`config.mk`:
```
export PLATFORM = sky130hd
export DESIGN_NAME = sep_cmd_port
export DESIGN_NICKNAME = d
export VERILOG_FILES = /design/src/sep_pkg.sv /design/src/sep_mem.sv /design/src/sep_cmd_port.sv
export VERILOG_INCLUDE_DIRS = /design/src
export SDC_FILE = /design/constraint.sdc
export NUM_CORES = 1
export LEC_CHECK = 0
export BUFFER_PORTS_ARGS = -buffer_cell sky130_fd_sc_hd__clkbuf_2
export CAP_MARGIN = 40
export CORE_ASPECT_RATIO = 1.75
export CORE_UTILIZATION = 35
export DETAILED_ROUTE_END_ITERATION = 8
export HOLD_SLACK_MARGIN = 0.06
export SLEW_MARGIN = 30
export SYNTH_ARGS = -nofsm -noshare
export SYNTH_HDL_FRONTEND = slang
export SYNTH_SLANG_ARGS = --single-unit
```
`constraint.sdc`:
```
create_clock -name clk_sys -period 3.2 [get_ports clk_sys]
set_input_delay 0.16 -clock clk_sys [delete_from_list [all_inputs] [get_ports clk_sys]]
set_output_delay 0.16 -clock clk_sys [all_outputs]
set_load 0.005 [all_outputs]
```
`src/sep_map.svh`:
```
`ifndef SEP_MAP_SVH
`define SEP_MAP_SVH
// system clock rate and self-timed cycle limits
`define SEP_CLK_MHZ 20
`define SEP_T_WRITE_US 2000
`define SEP_T_ERASE_US 1000
`define SEP_T_ALL_US 15000
// array geometry
`define SEP_ADDR_W 6
`define SEP_DATA_W 16
`define SEP_TMR_W 19
`define SEP_ADDR_LAST 6'h3f
`define SEP_ERASED 16'hffff
// frame bit counts, as last index of each input phase; read as a full bit count
`define SEP_OPC_LAST 5'h01
`define SEP_ADR_LAST 5'h05
`define SEP_DAT_LAST 5'h0f
`define SEP_RD_BITS 5'h10
// opcode and special command codes
`define SEP_OPC_SPECIAL 2'h0
`define SEP_OPC_WRITE 2'h1
`define SEP_OPC_READ 2'h2
`define SEP_OPC_ERASE 2'h3
`define SEP_SP_EN 2'h3
`define SEP_SP_DIS 2'h0
`define SEP_SP_ERASE_ALL_CMD 2'h2
`define SEP_SP_WRITE_ALL_CMD 2'h1
`endif

```
`src/sep_pkg.sv`:
```
`include "sep_map.svh"
package sep_pkg;
  typedef enum logic [1:0] {
    SEP_OP_SPECIAL = `SEP_OPC_SPECIAL,
    SEP_OP_WRITE = `SEP_OPC_WRITE,
    SEP_OP_READ = `SEP_OPC_READ,
    SEP_OP_ERASE = `SEP_OPC_ERASE
  } sep_op_e;
  // gray codes along idle-opcode-address-data-done
  typedef enum logic [2:0] {
    SEP_ST_IDLE = 3'h0,
    SEP_ST_OPC = 3'h1,
    SEP_ST_ADR = 3'h3,
    SEP_ST_DAT = 3'h2,
    SEP_ST_DONE = 3'h6,
    SEP_ST_RD = 3'h7
  } sep_st_e;
  typedef enum logic [1:0] {
    SEP_JOB_WRITE = 2'h0,
    SEP_JOB_ERASE = 2'h1,
    SEP_JOB_ERASE_ALL_CMD = 2'h2,
    SEP_JOB_WRITE_ALL_CMD = 2'h3
  } sep_job_e;
  typedef logic [`SEP_TMR_W-1:0] sep_tmr_t;
  typedef logic [`SEP_ADDR_W-1:0] sep_addr_t;
  typedef logic [`SEP_DATA_W-1:0] sep_data_t;
  typedef struct packed {
    sep_job_e kind;
    sep_addr_t addr;
    sep_data_t data;
  } sep_job_s;
endpackage : sep_pkg

```
`src/sep_mem.sv`:
```
`timescale 1ns/1ps
`include "sep_map.svh"
module sep_mem (
  // clock
  input wire logic clk_sys,
  // write port
  input wire logic wr_en,
  input wire sep_pkg::sep_addr_t wr_addr,
  input wire sep_pkg::sep_data_t wr_data,
  // read port, data one cycle after address
  input wire sep_pkg::sep_addr_t rd_addr,
  output sep_pkg::sep_data_t rd_data_ff
);
  import sep_pkg::*;
  sep_data_t mem [0:(1 << `SEP_ADDR_W) - 1];

  // array write; no reset, contents are nonvolatile by intent
  always_ff @(posedge clk_sys)
  begin
    if (wr_en)
    begin
      mem[wr_addr] <= wr_data;
    end
  end

  // registered read
  always_ff @(posedge clk_sys)
  begin
    rd_data_ff <= mem[rd_addr];
  end
endmodule : sep_mem

```
`src/sep_cmd_port.sv`:
```
`timescale 1ns/1ps
`include "sep_map.svh"
// Overview of operation
// - start bit is first sampled clock edge with select and serial_in high.
// - nothing happens before a start bit; select high leaves standby.
// - commands execute only after their full bit count arrives.
// - after the last bit, clock and input are ignored until a new start.
// - opcode 10 read, 01 write, 11 erase, 00 special; 25 or 9 clocks.
// - special uses two upper address bits: 11 en, 00 dis, 10 erase_all_cmd, 01 write_all_cmd.
// - 16-word variant pads two leading zeros; 64-word uses all six bits.
// - read outputs a dummy zero, then 16 data bits msb first.
// - read bits change after rising edge; dummy follows the last address edge.
// - output floats at edge after last bit, or when select falls.
// - read bit is held while select stays high, however long.
// - write takes 16 bits msb first, then self-timed erase and program.
// - single word write cycle ends within 2 ms.
// - erase sets word to ones, self-timed, within 1 ms.
// - program-disabled after power-up; program commands refused until enabled.
// - erase-all sets array to ones within 15 ms when enabled.
// - write-all programs every word with data, no erase, within 15 ms.
// - ready/busy appears only when select is re-raised during a cycle.
// - bits sampled and output updated on serial clock rising edge.
// - select low resets command logic; running cycle completes.
// - any clocks before a start bit change nothing.
module sep_cmd_port #(
  parameter int T_WRITE_CYC = `SEP_T_WRITE_US * `SEP_CLK_MHZ,
  parameter int T_ERASE_CYC = `SEP_T_ERASE_US * `SEP_CLK_MHZ,
  parameter int T_ALL_CYC = `SEP_T_ALL_US * `SEP_CLK_MHZ
) (
  // clock and reset
  input wire logic clk_sys,
  input wire logic reset,
  // serial pins from the host
  input wire logic select,
  input wire logic sclk,
  input wire logic serial_in,
  // serial output pin, three-state
  output logic serial_out,
  output logic serial_out_oe
);
  import sep_pkg::*;

  logic [2:0] sync1_ff;
  logic [2:0] sync2_ff;
  logic sclk_prev_ff;
  logic sel_prev_ff;
  logic sel_s;
  logic sclk_s;
  logic di_s;
  logic sclk_rise;
  logic sel_rise;
  sep_st_e st_ff;
  logic [4:0] cnt_ff;
  sep_op_e op_ff;
  sep_addr_t addr_ff;
  sep_data_t data_ff;
  sep_data_t shreg_ff;
  logic so_ff;
  logic rd_oe_ff;
  logic rd_req_ff;
  logic rd_load_ff;
  sep_addr_t rd_addr_ff;
  logic prog_en_ff;
  logic stat_en_ff;
  logic rdy_ff;
  sep_addr_t addr_full;
  sep_data_t data_full;
  logic last_adr;
  logic last_dat;
  logic exec_valid;
  sep_job_s exec_job;
  logic pend_ff;
  sep_job_s pend_job_ff;
  sep_job_s ent_ff [0:1];
  logic [1:0] fifo_cnt_ff;
  logic fifo_in_ready;
  logic fifo_push;
  logic fifo_pop;
  logic eng_run_ff;
  sep_job_s eng_job_ff;
  sep_tmr_t tmr_ff;
  logic wr_act_ff;
  sep_addr_t wr_addr_ff;
  sep_data_t mem_wdata;
  sep_data_t mem_rdata;
  logic busy;

  // whole-array jobs walk every address
  function automatic logic is_all(input sep_job_e k);
    is_all = (k == SEP_JOB_ERASE_ALL_CMD) || (k == SEP_JOB_WRITE_ALL_CMD);
  endfunction : is_all

  // cycle budget per job, loaded as count minus one
  function automatic sep_tmr_t tmr_load(input sep_job_e k);
    unique case (k)
      SEP_JOB_WRITE: tmr_load = sep_tmr_t'(T_WRITE_CYC - 1);
      SEP_JOB_ERASE: tmr_load = sep_tmr_t'(T_ERASE_CYC - 1);
      SEP_JOB_ERASE_ALL_CMD,
      SEP_JOB_WRITE_ALL_CMD: tmr_load = sep_tmr_t'(T_ALL_CYC - 1);
    endcase
  endfunction : tmr_load

  // two-stage synchronisers for the asynchronous pins
  always_ff @(posedge clk_sys)
  begin
    if (reset)
    begin
      sync1_ff <= 3'h0;
      sync2_ff <= 3'h0;
    end
    else
    begin
      sync1_ff <= {select, sclk, serial_in};
      sync2_ff <= sync1_ff;
    end
  end

  // edge history, read only from the second stage
  always_ff @(posedge clk_sys)
  begin
    if (reset)
    begin
      sclk_prev_ff <= 1'b0;
      sel_prev_ff <= 1'b0;
    end
    else
    begin
      sclk_prev_ff <= sync2_ff[1];
      sel_prev_ff <= sync2_ff[2];
    end
  end

  assign sel_s = sync2_ff[2];
  assign sclk_s = sync2_ff[1];
  assign di_s = sync2_ff[0];
  assign sclk_rise = sclk_s & ~sclk_prev_ff;
  assign sel_rise = sel_s & ~sel_prev_ff;

  // shift views including the bit sampled on this edge
  assign addr_full = {addr_ff[`SEP_ADDR_W-2:0], di_s};
  assign data_full = {data_ff[`SEP_DATA_W-2:0], di_s};
  assign last_adr = sel_s && sclk_rise && st_ff == SEP_ST_ADR && cnt_ff == `SEP_ADR_LAST;
  assign last_dat = sel_s && sclk_rise && st_ff == SEP_ST_DAT && cnt_ff == `SEP_DAT_LAST;

  // frame sequencer; select low holds it in reset
  always_ff @(posedge clk_sys)
  begin
    if (reset || !sel_s)
    begin
      st_ff <= SEP_ST_IDLE;
      cnt_ff <= 5'h00;
      op_ff <= SEP_OP_SPECIAL;
      addr_ff <= '0;
      data_ff <= '0;
      so_ff <= 1'b0;
      rd_oe_ff <= 1'b0;
      rd_req_ff <= 1'b0;
      rd_addr_ff <= '0;
    end
    else
    begin
      rd_req_ff <= 1'b0;
      if (sclk_rise)
      begin
        unique case (st_ff)
          SEP_ST_IDLE:
          begin
            if (di_s)
            begin
              st_ff <= SEP_ST_OPC;
              cnt_ff <= 5'h00;
            end
          end
          SEP_ST_OPC:
          begin
            op_ff <= sep_op_e'({op_ff[0], di_s});
            cnt_ff <= (cnt_ff == `SEP_OPC_LAST) ? 5'h00 : cnt_ff + 5'h01;
            if (cnt_ff == `SEP_OPC_LAST)
            begin
              st_ff <= SEP_ST_ADR;
            end
          end
          SEP_ST_ADR:
          begin
            addr_ff <= addr_full;
            cnt_ff <= (cnt_ff == `SEP_ADR_LAST) ? 5'h00 : cnt_ff + 5'h01;
            if (cnt_ff == `SEP_ADR_LAST)
            begin
              unique case (op_ff)
                SEP_OP_READ:
                begin
                  st_ff <= SEP_ST_RD;
                  so_ff <= 1'b0;
                  rd_oe_ff <= 1'b1;
                  rd_req_ff <= 1'b1;
                  rd_addr_ff <= addr_full;
                end
                SEP_OP_WRITE: st_ff <= SEP_ST_DAT;
                SEP_OP_SPECIAL:
                  st_ff <= (addr_full[`SEP_ADDR_W-1 -: 2] == `SEP_SP_WRITE_ALL_CMD) ? SEP_ST_DAT
                                                                           : SEP_ST_DONE;
                SEP_OP_ERASE: st_ff <= SEP_ST_DONE;
              endcase
            end
          end
          SEP_ST_DAT:
          begin
            data_ff <= data_full;
            cnt_ff <= cnt_ff + 5'h01;
            if (cnt_ff == `SEP_DAT_LAST)
            begin
              st_ff <= SEP_ST_DONE;
            end
          end
          SEP_ST_RD:
          begin
            if (cnt_ff == `SEP_RD_BITS)
            begin
              rd_oe_ff <= 1'b0;
              st_ff <= SEP_ST_DONE;
            end
            else
            begin
              so_ff <= shreg_ff[`SEP_DATA_W-1];
              cnt_ff <= cnt_ff + 5'h01;
            end
          end
          SEP_ST_DONE: st_ff <= SEP_ST_DONE;
          default: st_ff <= SEP_ST_IDLE;
        endcase
      end
    end
  end

  // read shifter; word lands two cycles after the last address edge,
  // long before the next serial edge at the documented clock rate
  always_ff @(posedge clk_sys)
  begin
    if (reset)
    begin
      rd_load_ff <= 1'b0;
      shreg_ff <= '0;
    end
    else
    begin
      rd_load_ff <= rd_req_ff;
      if (rd_load_ff)
      begin
        shreg_ff <= mem_rdata;
      end
      else if (sel_s && sclk_rise && st_ff == SEP_ST_RD && cnt_ff != `SEP_RD_BITS)
      begin
        shreg_ff <= {shreg_ff[`SEP_DATA_W-2:0], 1'b0};
      end
    end
  end

  // program enable latch; takes effect at the ninth edge
  always_ff @(posedge clk_sys)
  begin
    if (reset)
    begin
      prog_en_ff <= 1'b0;
    end
    else if (last_adr && op_ff == SEP_OP_SPECIAL)
    begin
      if (addr_full[`SEP_ADDR_W-1 -: 2] == `SEP_SP_EN)
      begin
        prog_en_ff <= 1'b1;
      end
      else if (addr_full[`SEP_ADDR_W-1 -: 2] == `SEP_SP_DIS)
      begin
        prog_en_ff <= 1'b0;
      end
    end
  end

  // job decode at the final required bit
  always_comb
  begin
    exec_job = '{kind: SEP_JOB_WRITE, addr: addr_full, data: data_full};
    exec_valid = 1'b0;
    if (last_adr && op_ff == SEP_OP_ERASE)
    begin
      exec_job.kind = SEP_JOB_ERASE;
      exec_valid = 1'b1;
    end
    else if (last_adr && op_ff == SEP_OP_SPECIAL
             && addr_full[`SEP_ADDR_W-1 -: 2] == `SEP_SP_ERASE_ALL_CMD)
    begin
      exec_job.kind = SEP_JOB_ERASE_ALL_CMD;
      exec_valid = 1'b1;
    end
    else if (last_dat)
    begin
      exec_job.kind = (op_ff == SEP_OP_WRITE) ? SEP_JOB_WRITE : SEP_JOB_WRITE_ALL_CMD;
      exec_job.addr = addr_ff;
      exec_valid = 1'b1;
    end
    // disabled or stalled jobs vanish without any busy indication
    exec_valid = exec_valid && prog_en_ff && !pend_ff;
  end

  // pending job waits here while the buffer is full
  always_ff @(posedge clk_sys)
  begin
    if (reset)
    begin
      pend_ff <= 1'b0;
      pend_job_ff <= '0;
    end
    else if (exec_valid)
    begin
      pend_ff <= 1'b1;
      pend_job_ff <= exec_job;
    end
    else if (fifo_push)
    begin
      pend_ff <= 1'b0;
    end
  end

  assign fifo_in_ready = (fifo_cnt_ff != 2'h2);
  assign fifo_push = pend_ff && fifo_in_ready;
  assign fifo_pop = (fifo_cnt_ff != 2'h0) && !eng_run_ff;

  // two-entry job buffer; engine stall backs up into the pending slot
  always_ff @(posedge clk_sys)
  begin
    if (reset)
    begin
      fifo_cnt_ff <= 2'h0;
      ent_ff[0] <= '0;
      ent_ff[1] <= '0;
    end
    else
    begin
      fifo_cnt_ff <= fifo_cnt_ff + {1'b0, fifo_push} - {1'b0, fifo_pop};
      if (fifo_pop)
      begin
        ent_ff[0] <= ent_ff[1];
      end
      if (fifo_push && (fifo_cnt_ff == 2'h0 || (fifo_cnt_ff == 2'h1 && fifo_pop)))
      begin
        ent_ff[0] <= pend_job_ff;
      end
      else if (fifo_push)
      begin
        ent_ff[1] <= pend_job_ff;
      end
    end
  end

  // self-timed engine; array writes finish well inside the budget
  always_ff @(posedge clk_sys)
  begin
    if (reset)
    begin
      eng_run_ff <= 1'b0;
      eng_job_ff <= '0;
      tmr_ff <= '0;
      wr_act_ff <= 1'b0;
      wr_addr_ff <= '0;
    end
    else if (fifo_pop)
    begin
      eng_run_ff <= 1'b1;
      eng_job_ff <= ent_ff[0];
      wr_act_ff <= 1'b1;
      wr_addr_ff <= is_all(ent_ff[0].kind) ? '0 : ent_ff[0].addr;
      tmr_ff <= tmr_load(ent_ff[0].kind);
    end
    else if (eng_run_ff)
    begin
      if (wr_act_ff && (!is_all(eng_job_ff.kind) || wr_addr_ff == `SEP_ADDR_LAST))
      begin
        wr_act_ff <= 1'b0;
      end
      else if (wr_act_ff)
      begin
        wr_addr_ff <= wr_addr_ff + 1'b1;
      end
      if (tmr_ff == '0)
      begin
        eng_run_ff <= 1'b0;
      end
      else
      begin
        tmr_ff <= tmr_ff - 1'b1;
      end
    end
  end

  // erase kinds store ones; write stores data, erase folded in
  assign mem_wdata = (eng_job_ff.kind == SEP_JOB_ERASE || eng_job_ff.kind == SEP_JOB_ERASE_ALL_CMD)
                     ? `SEP_ERASED : eng_job_ff.data;

  sep_mem i_sep_mem (
    .clk_sys(clk_sys),
    .wr_en(wr_act_ff),
    .wr_addr(wr_addr_ff),
    .wr_data(mem_wdata),
    .rd_addr(rd_addr_ff),
    .rd_data_ff(mem_rdata)
  );

  assign busy = pend_ff || (fifo_cnt_ff != 2'h0) || eng_run_ff;

  // status shows only after select is re-raised while busy
  always_ff @(posedge clk_sys)
  begin
    if (reset || !sel_s)
    begin
      stat_en_ff <= 1'b0;
    end
    else if (sel_rise && busy)
    begin
      stat_en_ff <= 1'b1;
    end
    else if (sclk_rise && di_s && st_ff == SEP_ST_IDLE)
    begin
      stat_en_ff <= 1'b0;
    end
  end

  // ready level, registered
  always_ff @(posedge clk_sys)
  begin
    if (reset)
    begin
      rdy_ff <= 1'b1;
    end
    else
    begin
      rdy_ff <= !busy;
    end
  end

  assign serial_out = stat_en_ff ? rdy_ff : so_ff;
  assign serial_out_oe = stat_en_ff | rd_oe_ff;
endmodule : sep_cmd_port

```
-- Yosys cells after proc, flatten, opt, wreduce, memory -nomap -nowiden
Memory sizes are Yosys's and may differ from the RTL's. A register that Yosys moved wholly into a read port is not among the register bits.
Index checks and enable logic that the tools add are counted.
W data, S select, Z words.
- bits in writable memories: 1072
- bits in registers: 140
- memories: 2
- output and inout bits: 2
- memories (memory ; words ; bits a word ; rd ports ; clocked after memory_dff ; write ports ; line ; text):
    i_sep_mem.mem ; 64 ; 16 ; 1 ; 1 ; 1 ; sep_mem.sv:15 ; sep_data_t mem [0:(1 << `SEP_ADDR_W) - 1];
    ent_ff ; 2 ; 24 ; 2 ; 0 ; 2 ; sep_cmd_port.sv:74 ; sep_job_s ent_ff [0:1];
- muxes and demuxes: 73
- $add $sub $neg: 5
- reduce and logical (&&, ||, !) cells: 63
- eq/ne operators: 34
- bitwise gates (word level): 11
- operator list (cell ; number):
    $mux W24 ; 3
    $mux W19 ; 3
    $pmux W19 S3 ; 1
    $mux W16 ; 3
    $mux W6 ; 7
    $mux W1 ; 37
    $pmux W5 S5 ; 1
    $logic_and A1 B1 Y1 ; 20
    $mux W5 ; 4
    $logic_not A19 Y1 ; 1
    $sub A19 B1 Y19 const B ; 1
    $mux W3 ; 6
    $pmux W3 S6 ; 1
    $reduce_bool A2 Y1 ; 9
    $eq A2 B2 Y1 const B ; 8
    $ne A2 B2 Y1 const B ; 7
    $pmux W3 S4 ; 1
    $reduce_and A2 Y1 ; 6
    $eq A2 B1 Y1 const B ; 5
    $reduce_and A5 Y1 ; 2
    $logic_not A2 Y1 ; 4
    $logic_or A1 B1 Y1 ; 8
    $mux W8 ; 1
    $reduce_and A4 Y1 ; 2
    26 further kinds ; 45

-- Longest topological paths before layout
- depth after elaboration: 12
- depth in mapped cells: 10
- gate-level depth less buffers: 8

-- Hierarchy
A second synthesis with hierarchy kept.
- cells, all modules: 2721
- area, all modules: 48253.8 um^2
- modules (own cells, without submodules) (module ; cells each ; seq. area each (um^2) ; area each (um^2) ; times used):
    sep_mem ; 1810 ; 31069.8 ; 39908.3 ; 1
    sep_cmd_port ; 911 ; 4244.1 ; 8345.5 ; 1

-- Worst setup path before layout
No wires, ideal clock.
- path kind: register -> register
- start point: register wr_addr_ff[5]
- end point: memory i_sep_mem.mem[32][0] in the netlist's numbering (enable)
- setup slack: 0.545 ns
- data required time: 2.791 ns
- data arrival time: 2.246 ns
- stages on the path, launching flop included: 5
- buffers on the path: 1
- library setup time: 0.409 ns
- path through: dfxtp_1 > clkbuf_1 > nor4bb_1 > nand2b_1 > nor3_1
- RTL lines (what ; line ; text):
    start: declaration ; sep_cmd_port.sv:83 ; sep_addr_t wr_addr_ff;
    start signal: assignment ; sep_cmd_port.sv:370 ; wr_addr_ff <= is_all(ent_ff[0].kind) ? '0 : ent_ff[0].addr;
    start signal: assignment ; sep_cmd_port.sv:381 ; wr_addr_ff <= wr_addr_ff + 1'b1;
    end: declaration ; sep_mem.sv:15 ;
Straight into the memory's write port.

==> out/metrics.csv <==
metric,value,unit
most frequent cells in the layout,"edfxtp_1 (1072), mux4_2 (229), nand2_1 (196)",
Gate power share,0.134,
met1 Track Usage GR,0.191,
Die Y,493,µm
internal power,28600,µW
Syn Nets,2800,
final worst clock skew,22.5,ps
Final ANT Viol Nets,0,
GR Util All Layers,0.185,
final wirelength,127000,µm
post-DR wirelength/cell,26.4,µm
max-slew violations,0,
worst rel slew slack,0.419,
Fin. Hold Viols,0,
DRT iter0 DRCs,1936,
"commonest non-fill, non-tap cell in the layout",edfxtp_1,
Synth-to-Final Area Change,13.9,%
Worst VDD drop,632,µV
IO Pins,7,
share of layout cells above drive strength 1,0.229,
number of global-route vias before repair,26600,
area of the mapped netlist,48100,µm²
hpwl dp,83000,µm
via count,25800,
P per Cell Area,708,nW/µm²
syn avg cell area,17.3,µm²
ys async rst share,0,
"Seq/Total Area, Yosys",0.734,
PortBufs,6,
Synth Register Bits,1228,
H-tree Lvls,3,
layer with the highest usage,met2,
CTS buffer count,99,
width of the die,282,µm
"Max FO, Critical Path",22,
Mapped Cells,2782,
root buf cell,clkbuf_16,
Worst-Skew Late Latency,700,ps
"Core Util, Final",0.403,
Final Setup Violations,0,
CTS tree,built,
GR Layer Usage met3,0.0240,
multi-input logic area,12000,µm²
RSZ-0062 raised after global routing,no,
largest net degree at the start of global routing,65,
post-CTS setup buffers,0,
critical path class,reg2reg,
first-pass GRT wire length,184000,µm
Nets,2945,
status,finished clean,
initial antenna violation count,3,
DRT Pass-1 Iters,5,
"Top FF cell, synth",edfxtp_1,
max cap viols,0,
average vias per placed instance,5.35,
Seq pwr share,0.541,
full die area,139000,µm²
grt ovf,0,
critical path capture point type,flop,
clk slew on worst S/H paths,70,ps
starting density of the core,0.353,
# rows,179,
DRC errors left,0,
sw frac,0.265,
Clk pwr share,0.325,
Tmin final,3060,ps
total area of sequential cells,35300,µm²
Leakage,0.0170,µW
Hold Crit Class,in2reg,
gpl congestion,0.911,
Max Fclk,0.327,GHz
cts repair resizes,0,
Fill cells,12400,
"Power, Total",38800,µW
synth warn,0,
worst slew pin tran,871,ps
CTS hold repair buffers,5,
fin crit share,0.956,
synth unique cells,81,
Core ar.,136000,µm²
clk sinks,1228,
met2 Track Usage GR,0.352,
NetSw,10300,µW
crit start category,flop,
Clock Path Buffers,3,
Required @ worst endpoint,3820,ps
critical path arrival,3680,ps
number of synthesized flops with an enable pin,1072,
metrics by stage:
step                TNS, ps  setup WS [ps]  cells  area [µm²]  hold WS, ps
detailed placement        0           42.0   4629       51400          382
floorplan                 0            545   2782       48100          288
global placement       -269           -144   4618       51300          373
global route              0           34.5   4822       54800          198
CTS                       0           26.6   4819       54800          165
finish                    0            140   4824       54800          225
power groups by stage:
stage | Sequential [µW] | Clock [µW] | Combinational, µW
floorplan | 21200 | 0 | 2670
global placement | 21300 | 0 | 5120
detailed placement | 21300 | 0 | 5250
CTS | 21000 | 12900 | 5250
global route | 21000 | 13400 | 5590
finish | 21000 | 12600 | 5210
critical path, stage by stage (launching register included):
cell and delay, ps:
dfxtp_4 590, nand2b_1 650, o22ai_1 240, a2111oi_1 800
o21ai_0 370, buf_4 250, o21ai_0 60
per-layer routing:
layer  up-vias  part of all wire  wire length, µm
met2       766              0.55            70500
met5         -                 0                0
met4         0             0.066             8390
met1     13500              0.34            42900
li1      11300                 -                -
met3       239             0.043             5490
state kept, by name, indices dropped and copies added (netlist names), 3 cells and up:
| signal | flops |
|---|---|
| data_ff | 15 |
| tmr_ff | 19 |
| pend_job_ff | 24 |
| ent_ff | 48 |
| i_sep_mem.rd_data_ff | 16 |
| rd_addr_ff | 6 |
| cnt_ff | 5 |
| eng_job_ff | 18 |
| shreg_ff | 16 |
| wr_addr_ff | 6 |
| sync2_ff | 3 |
| i_sep_mem.mem | 1024 |
| st_ff | 3 |
| sync1_ff | 3 |
| addr_ff | 6 |
final timing paths:
path	startpoint	to	slack, ps	cells after the start
max	rd_addr_ff[2]	i_sep_mem.rd_data_ff[4]	140	6
min	sclk	sync1_ff[1]	220	3
max reg2reg	rd_addr_ff[2]	i_sep_mem.rd_data_ff[4]	140	6
min reg2reg	eng_job_ff[3]	eng_job_ff[3]	450	2
final cells by class:
class	count	area share
Clock buffer	127	0.0492
Multi-Input combinational cell	1367	0.219
Inverter	20	0.00137
Tap cell	1810	0.0413
Antenna cell	3	0.000137
Sequential cell	1228	0.644
Clock inverter	58	0.0113
Timing Repair Buffer	211	0.0332
kinds of logic after synthesis:
family | after synthesis | share of synthesized area
flip-flops | 1228 | 0.734
AND/OR/NAND/NOR | 626 | 0.0631
AO/OA/AOI/OAI | 393 | 0.0515
multiplexers | 322 | 0.128
buffers and inverters | 187 | 0.0181
XOR/XNOR | 13 | 0.00237
adder cells (fa/ha/maj) | 13 | 0.00338
synthesized netlist by cell type (8+ instances only):
| library cell | instances | share of area |
|---|---|---|
| clkbuf_1 | 96 | 0.0075 |
| o211ai_1 | 17 | 0.0027 |
| mux2_2 | 48 | 0.011 |
| ha_1 | 13 | 0.0034 |
| mux4_2 | 229 | 0.11 |
| o21ai_0 | 59 | 0.0061 |
| nor3_1 | 53 | 0.0055 |
| nand4_1 | 8 | 0.0010 |
| nand3_1 | 47 | 0.0049 |
| a21oi_1 | 137 | 0.014 |
| a2111oi_0 | 21 | 0.0038 |
| o22ai_1 | 39 | 0.0051 |
| edfxtp_1 | 1072 | 0.67 |
| a22oi_1 | 12 | 0.0019 |
| and2_1 | 24 | 0.0031 |
| dfxtp_1 | 156 | 0.065 |
| nand2_1 | 196 | 0.015 |
| nor2_1 | 162 | 0.013 |
| buf_2 | 38 | 0.0040 |
| a211oi_1 | 25 | 0.0039 |
| buf_4 | 24 | 0.0037 |
| inv_1 | 18 | 0.0014 |
| o41ai_1 | 14 | 0.0025 |
| nand2b_1 | 30 | 0.0039 |
| nor2b_1 | 46 | 0.0060 |
| mux2i_1 | 40 | 0.0083 |
| a31oi_1 | 18 | 0.0023 |
Note: power is estimated with default switching activity, not from simulation.
